--- config.mk ---
export PLATFORM = sky130hd
export DESIGN_NAME = umc_line_ctrl
export DESIGN_NICKNAME = d
export VERILOG_FILES = /design/src/inc/umc_pkg.sv /design/src/verilog/umc_line_ctrl.sv /design/src/verilog/umc_sync_bit.sv
export SDC_FILE = /design/constraint.sdc
export NUM_CORES = 1
export LEC_CHECK = 0
export BUFFER_PORTS_ARGS = -buffer_cell sky130_fd_sc_hd__buf_4
export CAP_MARGIN = 20
export CORE_MARGIN = 8
export CORE_UTILIZATION = 48
export DETAILED_ROUTE_END_ITERATION = 7
export PLACE_DENSITY = 0.77
export SYNTH_ARGS = -nofsm -noshare
export SYNTH_HDL_FRONTEND = slang
export SYNTH_SLANG_ARGS = --single-unit
--- constraint.sdc ---
create_clock -name core_clk -period 1.2 [get_ports core_clk]
set_input_delay 0 -clock core_clk [delete_from_list [all_inputs] [get_ports core_clk]]
set_output_delay 0 -clock core_clk [all_outputs]
set_load 0.02 [all_outputs]
--- src/inc/umc_pkg.sv ---
/*
  Package for the modem-control and line-status block: register offsets,
  field positions, reset values, interrupt layout and carrier structs.
  Assumes an 8-bit register port with one-cycle strobes.
*/
package umc_pkg;
  // register offsets
  localparam logic [2:0] OFS_IDENT = 3'h2;
  localparam logic [2:0] OFS_QUEUE = 3'h2;
  localparam logic [2:0] OFS_HSCTRL = 3'h4;
  localparam logic [2:0] OFS_LINE = 3'h5;
  localparam logic [2:0] OFS_HSCOND = 3'h6;
  localparam logic [2:0] OFS_EVSTAT = 3'h0;
  localparam logic [2:0] OFS_EVMASK = 3'h1;
  // handshake_control fields
  localparam int HC_TREADY = 0;
  localparam int HC_RTS = 1;
  localparam int HC_OUTA = 2;
  localparam int HC_OUTB = 3;
  localparam int HC_LOOP = 4;
  localparam logic [7:0] HC_WMASK = 8'h1F;
  localparam logic [7:0] HC_RESET = 8'h00;
  // line_condition fields
  localparam int LC_HOLDEMPTY = 5;
  localparam int LC_TXEMPTY = 6;
  localparam int LC_RXERR = 7;
  // queue_control fields
  localparam int QC_ENABLE = 0;
  // interrupt ident codes
  localparam logic [7:0] IDENT_NONE = 8'h01;
  localparam logic [7:0] IDENT_HOLD = 8'h02;
  // event status bits
  localparam int EV_HOLD = 0;
  localparam int EV_RXERR = 1;
  localparam int EV_TXEMPTY = 2;
  localparam int EV_W = 3;
  localparam logic [7:0] REG_ZERO = 8'h00;

  typedef struct packed {
    logic [2:0] addr;
    logic [7:0] wdata;
    logic wr;
    logic rd;
  } umc_bus_t;

  // handshake pins, active low
  typedef struct packed {
    logic ctsN;
    logic dsrN;
    logic ringN;
    logic carrierN;
  } umc_hsin_t;

  // transmit/receive datapath status from the channel
  typedef struct packed {
    logic holdingFull;
    logic shiftBusy;
    logic txFifoEmpty;
    logic txFifoWrite;
    logic holdToShift;
    logic rxErrPresent;
  } umc_txstat_t;
endpackage

--- src/verilog/umc_line_ctrl.sv ---
/*
  Modem-control and transmit line-status logic of one serial channel:
  handshake_control register, loopback steering, interrupt gating,
  line_condition bits, event status with mask and one interrupt line.
  Assumes the channel's shifters, FIFOs and interrupt source sit outside
  and report through umc_txstat_t; all inputs are synchronous to core_clk.
*/
`timescale 1ns/1ps
`default_nettype none
module umc_line_ctrl (
  // clock and reset
  input wire logic core_clk,
  input wire logic reset,
  // register port
  input wire umc_pkg::umc_bus_t bus,
  output logic [7:0] rdata_reg,
  // channel datapath
  input wire logic txShiftOut,
  input wire logic rxPin,
  input wire umc_pkg::umc_txstat_t txStat,
  input wire logic portIrq,
  output logic rxShiftIn_reg,
  // serial and handshake pins
  input wire umc_pkg::umc_hsin_t hsIn,
  output logic serialTxPin_reg,
  output logic rtsN_reg,
  output logic termReadyN_reg,
  // status to the rest of the channel
  output logic [3:0] hsCond_reg,
  output logic fifoMode_reg,
  // interrupts
  output logic portIrqOut_reg,
  output logic eventIrq_reg
);
  logic [7:0] hsCtrl_reg;
  logic holdEmpty_reg;
  logic holdEmpty_next;
  logic txEmpty_reg;
  logic rxErr_reg;
  logic rxErr_next;
  logic identPend_reg;
  logic [umc_pkg::EV_W-1:0] evMask_reg;
  logic [umc_pkg::EV_W-1:0] evStat;
  logic [umc_pkg::EV_W-1:0] evSet;
  logic [7:0] lineVal;
  logic loopOn;
  logic wrCtrl;
  logic wrQueue;
  logic rdLine;
  logic rdIdent;
  logic holdRise;
  logic txEmptyRise;

  assign loopOn = hsCtrl_reg[umc_pkg::HC_LOOP];
  assign wrCtrl = bus.wr && bus.addr == umc_pkg::OFS_HSCTRL;
  assign wrQueue = bus.wr && bus.addr == umc_pkg::OFS_QUEUE;
  assign rdLine = bus.rd && bus.addr == umc_pkg::OFS_LINE;
  assign rdIdent = bus.rd && bus.addr == umc_pkg::OFS_IDENT;

  // control register
  always_ff @(posedge core_clk) begin
    if (reset) begin
      hsCtrl_reg <= umc_pkg::HC_RESET;
    end else if (wrCtrl) begin
      hsCtrl_reg <= bus.wdata & umc_pkg::HC_WMASK;
    end
  end

  // fifo mode from queue control enable bit
  always_ff @(posedge core_clk) begin
    if (reset) begin
      fifoMode_reg <= 1'b0;
    end else if (wrQueue) begin
      fifoMode_reg <= bus.wdata[umc_pkg::QC_ENABLE];
    end
  end

  // serial path steering
  always_ff @(posedge core_clk) begin
    if (reset) begin
      serialTxPin_reg <= 1'b1;
      rxShiftIn_reg <= 1'b1;
    end else begin
      serialTxPin_reg <= loopOn ? 1'b1 : txShiftOut;
      rxShiftIn_reg <= loopOn ? txShiftOut : rxPin;
    end
  end

  // handshake pins and condition bits
  always_ff @(posedge core_clk) begin
    if (reset) begin
      rtsN_reg <= 1'b1;
      termReadyN_reg <= 1'b1;
      hsCond_reg <= 4'h0;
    end else if (loopOn) begin
      rtsN_reg <= 1'b1;
      termReadyN_reg <= 1'b1;
      // order: carrier, ring, data-set-ready, clear-to-send
      hsCond_reg <= {hsCtrl_reg[umc_pkg::HC_OUTB], hsCtrl_reg[umc_pkg::HC_OUTA],
                     hsCtrl_reg[umc_pkg::HC_TREADY], hsCtrl_reg[umc_pkg::HC_RTS]};
    end else begin
      rtsN_reg <= ~hsCtrl_reg[umc_pkg::HC_RTS];
      termReadyN_reg <= ~hsCtrl_reg[umc_pkg::HC_TREADY];
      hsCond_reg <= ~{hsIn.carrierN, hsIn.ringN, hsIn.dsrN, hsIn.ctsN};
    end
  end

  // port interrupt gate
  always_ff @(posedge core_clk) begin
    if (reset) begin
      portIrqOut_reg <= 1'b0;
    end else begin
      portIrqOut_reg <= portIrq && hsCtrl_reg[umc_pkg::HC_OUTB];
    end
  end

  // holding-register-empty
  always_comb begin
    holdEmpty_next = holdEmpty_reg;
    if (fifoMode_reg) begin
      holdEmpty_next = txStat.txFifoEmpty && !txStat.txFifoWrite;
    end else if (txStat.holdToShift) begin
      holdEmpty_next = 1'b1;
    end else if (txStat.holdingFull) begin
      holdEmpty_next = 1'b0;
    end
  end

  always_ff @(posedge core_clk) begin
    if (reset) begin
      holdEmpty_reg <= 1'b1;
    end else begin
      holdEmpty_reg <= holdEmpty_next;
    end
  end

  assign holdRise = holdEmpty_next && !holdEmpty_reg;

  // pending ident interrupt; a new rise wins over the clearing read
  always_ff @(posedge core_clk) begin
    if (reset) begin
      identPend_reg <= 1'b0;
    end else if (holdRise) begin
      identPend_reg <= 1'b1;
    end else if (rdIdent) begin
      identPend_reg <= 1'b0;
    end
  end

  // transmitter empty
  always_ff @(posedge core_clk) begin
    if (reset) begin
      txEmpty_reg <= 1'b1;
    end else begin
      txEmpty_reg <= holdEmpty_next && !txStat.shiftBusy;
    end
  end

  // receive fifo error
  always_comb begin
    rxErr_next = rxErr_reg;
    if (!fifoMode_reg) begin
      rxErr_next = 1'b0;
    end else if (txStat.rxErrPresent && !rxErr_reg) begin
      rxErr_next = 1'b1;
    end else if (rdLine) begin
      rxErr_next = txStat.rxErrPresent;
    end
  end

  always_ff @(posedge core_clk) begin
    if (reset) begin
      rxErr_reg <= 1'b0;
    end else begin
      rxErr_reg <= rxErr_next;
    end
  end

  assign lineVal = {rxErr_reg, txEmpty_reg, holdEmpty_reg, 5'h00};

  // event status bits
  // tx-empty event on the rising edge of the status bit
  assign txEmptyRise = holdEmpty_next && !txStat.shiftBusy && !txEmpty_reg;
  assign evSet = {txEmptyRise, rxErr_next && !rxErr_reg, holdRise};

  genvar gi;
  generate
    for (gi = 0; gi < umc_pkg::EV_W; gi++) begin : gEv
      umc_sync_bit uEv (
        .core_clk(core_clk),
        .reset(reset),
        .setEv(evSet[gi]),
        .clrEv(bus.wr && bus.addr == umc_pkg::OFS_EVSTAT && bus.wdata[gi]),
        .flag_reg(evStat[gi])
      );
    end
  endgenerate

  always_ff @(posedge core_clk) begin
    if (reset) begin
      evMask_reg <= '0;
    end else if (bus.wr && bus.addr == umc_pkg::OFS_EVMASK) begin
      evMask_reg <= bus.wdata[umc_pkg::EV_W-1:0];
    end
  end

  always_ff @(posedge core_clk) begin
    if (reset) begin
      eventIrq_reg <= 1'b0;
    end else begin
      eventIrq_reg <= |(evStat & evMask_reg);
    end
  end

  // read data, one cycle after the strobe
  always_ff @(posedge core_clk) begin
    if (reset) begin
      rdata_reg <= umc_pkg::REG_ZERO;
    end else if (bus.rd) begin
      case (bus.addr)
        umc_pkg::OFS_HSCTRL: rdata_reg <= hsCtrl_reg;
        umc_pkg::OFS_LINE: rdata_reg <= lineVal;
        umc_pkg::OFS_IDENT: rdata_reg <= identPend_reg ? umc_pkg::IDENT_HOLD
                                                       : umc_pkg::IDENT_NONE;
        umc_pkg::OFS_HSCOND: rdata_reg <= {hsCond_reg, 4'h0};
        umc_pkg::OFS_EVSTAT: rdata_reg <= {5'h00, evStat};
        umc_pkg::OFS_EVMASK: rdata_reg <= {5'h00, evMask_reg};
        default: rdata_reg <= umc_pkg::REG_ZERO;
      endcase
    end else begin
      rdata_reg <= umc_pkg::REG_ZERO;
    end
  end

  // checks
  a_loop_marking: assert property (@(posedge core_clk) disable iff (reset)
    $past(loopOn) |-> serialTxPin_reg) else $error("tx pin not marking in loopback");
  a_loop_feed: assert property (@(posedge core_clk) disable iff (reset)
    $past(loopOn) |-> rxShiftIn_reg == $past(txShiftOut))
    else $error("loopback feed wrong");
  a_loop_pins: assert property (@(posedge core_clk) disable iff (reset)
    $past(loopOn) |-> rtsN_reg && termReadyN_reg) else $error("pins active in loopback");
  a_loop_cond: assert property (@(posedge core_clk) disable iff (reset)
    $past(loopOn) |-> hsCond_reg == {$past(hsCtrl_reg[3]), $past(hsCtrl_reg[2]),
                                     $past(hsCtrl_reg[0]), $past(hsCtrl_reg[1])})
    else $error("loop status routing wrong");
  a_irq_gate: assert property (@(posedge core_clk) disable iff (reset)
    portIrqOut_reg |-> $past(hsCtrl_reg[3] && portIrq)) else $error("irq not gated");
  a_rts_pin: assert property (@(posedge core_clk) disable iff (reset)
    !$past(loopOn) |-> rtsN_reg == !$past(hsCtrl_reg[1])) else $error("rts pin wrong");
  a_ready_pin: assert property (@(posedge core_clk) disable iff (reset)
    !$past(loopOn) |-> termReadyN_reg == !$past(hsCtrl_reg[0])) else $error("ready pin wrong");
  a_reserved_zero: assert property (@(posedge core_clk) disable iff (reset)
    hsCtrl_reg[7:5] == 3'h0) else $error("reserved bits set");
  a_rxerr_mode: assert property (@(posedge core_clk) disable iff (reset)
    !fifoMode_reg |=> !rxErr_reg) else $error("rx error outside fifo mode");
  a_hold_move: assert property (@(posedge core_clk) disable iff (reset)
    !fifoMode_reg && txStat.holdToShift |=> holdEmpty_reg) else $error("hold empty not set");
  a_ident_pend: assert property (@(posedge core_clk) disable iff (reset)
    holdRise |=> identPend_reg) else $error("ident not pending");
  a_fifo_write: assert property (@(posedge core_clk) disable iff (reset)
    fifoMode_reg && txStat.txFifoWrite |=> !holdEmpty_reg) else $error("hold empty on write");

  c_loop_on: cover property (@(posedge core_clk) disable iff (reset) $rose(loopOn));
  c_ident_clear: cover property (@(posedge core_clk) disable iff (reset)
    identPend_reg && rdIdent ##1 !identPend_reg);
  c_rxerr_clear: cover property (@(posedge core_clk) disable iff (reset) $fell(rxErr_reg));
  c_irq_out: cover property (@(posedge core_clk) disable iff (reset) $rose(portIrqOut_reg));
endmodule
`default_nettype wire

--- src/verilog/umc_sync_bit.sv ---
/*
  Sticky event bit: set by hardware, cleared by a write of one.
  Assumes set and clear are synchronous to core_clk.
*/
`timescale 1ns/1ps
`default_nettype none
module umc_sync_bit (
  // clock and reset
  input wire logic core_clk,
  input wire logic reset,
  // control
  input wire logic setEv,
  input wire logic clrEv,
  // state
  output logic flag_reg
);
  always_ff @(posedge core_clk) begin
    if (reset) begin
      flag_reg <= 1'b0;
    end else if (setEv) begin
      flag_reg <= 1'b1;
    end else if (clrEv) begin
      flag_reg <= 1'b0;
    end
  end
endmodule
`default_nettype wire
==> summary.md <==
| Metric | Value |
|---|---|
| Final ANT Viol Nets | 0 |
| Setup TNS | 0 ps |
| CTS Buf Count | 5 |
| CTS tree | done |
| Synth cell count leaders | dfxtp_1, nor2_1, mux2i_1, nand2_1, a21oi_1 |
| Core area | 2734 sq um |
| Final HPWL from detailed placement | 2662 microns |
| Final Setup Violations | 0 |
| Clock Path Buffers | 2 |
| Total Routing Usage GR | 0.1589 |
| Sequential share of power | 0.553 |
| Slew Limit Fails | 0 |
| Count leader, synth | dfxtp_1 |
| DRT Pass-1 Iters | 4 |
| Worst rel slew slack | 0.7285 |
| Slowest cell on the critical path | dlygate4sd3_1 |
| Worst path max stage delay | 560 ps |
| CTS clk-pin slew, worst paths | 90 ps |
| Area contributors post-synth | dfxtp_1, mux2i_1, nor2_1 |
| Clock Latency Late Sink | 330 ps |
| RSZ-0062 raised after global routing | no |
| Final period demand of the worst path | 1145 ps |
| Power per cell area | 1086 nW/um^2 |
| Vias in the first global route | 1337 |
| DR vias/cell | 5.340 |
| Worst Path Arrival | 1420 ps |
| Initial detailed-routing violation count | 83 |
| Reg-to-Reg Start | hsCtrl_reg[4] |
| Sw Pwr | 528.6 uW |
| Routed WL | 3704 microns |
| Hold wc startpoint | bus[10] |
| Fin Clk Skew | 6.271 ps |
| Total number of vias | 1287 |
| Layout Nets | 237 |
| Critical path class | in2reg |
| IO Count | 47 |
| Peak VDD IR | 0.8834 mV |
| Post-synthesis register bit count | 34 |
| Int Power | 1.613 mW |
| Mux cell area share after synthesis | 0.09660 |
| Worst hold path class | in2reg |
| Final worst path period share | 0.9542 |
| I/O Buffers | 43 |
| H-Tree Depth | 2 |
| Root Buffer | clkbuf_4 |
| DIE AREA | 4793 sq um |
| Area share of xor/xnor cells in the synthesized design | 0 |
| Clock share of power | 0.304 |
| Worst-margin pin slew | 406.7 ps |
| Critical-path cell list | dlygate4sd3_1 -> buf_6 -> inv_1 -> nand2_1 -> and4bb_2 |
| Post-synth top area share | 0.5005 |
| Synth Net Count | 171 |
| Crit path buffers/inverters | 3 |
| Die Wd | 69.23 microns |
| Post-Synth Adder-Cell Area | 0 |
| First-pass GRT wire length | 6272 microns |
| Place WS | 145.2 ps |
| Crit end category | flip-flop |
| Synth Cell Area | 1360 sq um |
| Placer Congestion | 0.8748 |
| Combinational Power Share | 0.143 |
| Sequential area share after synthesis | 0.5005 |
| Die height | 69.23 microns |
| Worst hold stages | 3 |
| Largest family of logic cells by synthesized area | simple AND/OR/NAND/NOR gates |
| P_leak | 0.8688 nW |
| Diodes inserted | 0 |
| Synth warnings | 0 |
| Max Freq | 873.3 MHz |
| Post-synth top flop | dfxtp_1 |
| FILL cells | 207 |
| Avg Cell Area, Syn | 9.511 sq um |
| Post-Syn Instances | 143 |
| CP Launch Type | primary input |
| Max FFs per register | 8 |
| Initial antenna violation count | 0 |
| WHS Endpoint | rdata_reg[0] |
| Switching part of the total | 0.2468 |
| P&R area growth vs syn | 44.99% |
| Leading area contributor after synthesis | dfxtp_1 |
| Req. time, crit path | 1470 ps |
| Reg2reg setup slack | 180 ps |
| Clock sinks | 34 |
| RR Endpoint | rdata_reg[4] |
| WL/cell | 15.37 microns |
| Outcome | finished clean |
| GRT overflow | 0 |
| Number of flops mapped to enable cells by yosys | 0 |
| Asr flop ratio synth | 0 |
| Layout cells sized above 1 | 0.2857 |
| Fraction of the mapped netlist area in compound gates | 0.1113 |
| Simple-gate share of the synthesized area | 0.2456 |
| Max FO, Critical Path | 23 |
| Row Count | 19 |
| CP delay by family, top | buffers and inverters |
| Final Hold Vio Count | 0 |
| Reg2Reg Depth | 2 |
| Worst setup margin | 54.96 ps |
| Drc violations | 0 |
| Starting Density | 0.4975 |
| Unique masters post-synth | 36 |
| Largest net degree at the start of global routing | 24 |
| Max_cap viols | 0 |
-- through the flow --
stage | hold WS (ps) | std cells | total power, mW | instance area [sq um] | utilization
final | 82.83 | 241 | 2.142 | 1972 | 0.7213
after global routing | 87.53 | 241 | 2.247 | 1972 | 0.7213
after CTS | 65.51 | 240 | 2.148 | 1957 | 0.7158
after detailed placement | 202.2 | 212 | 1.461 | 1697 | 0.6206
after global placement | 190.6 | 212 | 1.451 | 1697 | 0.6206
after floorplan | 98.84 | 143 | 1.337 | 1360 | -
-- repair_timing --
item                                   4_1_cts  5_1_grt
setup buffers                                0        1
setup endpoints to repair                    0        3
hold buffers                                20        0
endpoints found under the hold margin       25        0
gates resized for setup                      0        3
-- worst reg2reg max path: cells and delay by family (launching register included) --
kind | cells | cell delay [ps]
flops | 1 | 580
mux | 1 | 180
simple gates | 1 | 180
-- worst max path at each step --
| stage | from | end | cells past startpoint |
|---|---|---|---|
| after floorplan | fifoMode_reg | holdEmpty_reg | 2 |
| after global placement | bus[10] | gEv[1].uEv.flag_reg | 4 |
| after detailed placement | bus[12] | hsCtrl_reg[4] | 5 |
| after CTS | bus[11] | evMask_reg[1] | 5 |
| after global routing | reset | rdata_reg[4] | 5 |
| final | reset | rdata_reg[3] | 5 |
-- area by class of cell --
| cell class | count | area, sq um | area share |
|---|---|---|---|
| clock inverters | 1 | 5.005 | 0.002538 |
| well taps | 31 | 38.79 | 0.01967 |
| inverters | 6 | 22.52 | 0.01142 |
| multi-input cells | 96 | 616.8 | 0.3128 |
| clock buffers | 7 | 55.05 | 0.02792 |
| flip-flops and latches | 34 | 681.9 | 0.3458 |
| repair buffers | 66 | 551.8 | 0.2798 |
-- layer usage --
layer	wire (microns)	GRT usage
met5	0	0
met4	45	0.06150
met3	263	0.07725
met2	1882	0.2684
met1	1512	0.1648
-- power groups by stage --
stage / sequential [mW] / combinational, mW / clock [mW]
CTS: 1.18 / 0.301 / 0.663
global route: 1.19 / 0.334 / 0.725
finish: 1.18 / 0.307 / 0.650
floorplan: 1.22 / 0.115 / 0
global placement: 1.21 / 0.242 / 0
detailed placement: 1.21 / 0.251 / 0
-- logic make-up after synthesis --
logic type,count (synthesis)
DFF,34
buffers and inverters,13
muxes,13
and+or+nand+nor,60
AOI/OAI and AO/OA,23
-- placed cells by master (no fill, tap or decap), drive strengths merged, types with 2 or more instances in the layout --
master,netlist,final
a21oi,8,8
a22oi,4,4
a31oi,3,3
and4bb,2,2
buf,4,46
clkbuf,3,7
dfxtp,34,34
dlygate4sd3,0,19
inv,6,6
mux2i,12,12
nand2,11,11
nand2b,2,2
nand3b,3,3
nor2,26,26
nor2b,3,3
nor3,3,3
nor4bb,3,3
o21ai,2,2
Note: power is estimated with default switching activity, not from simulation.
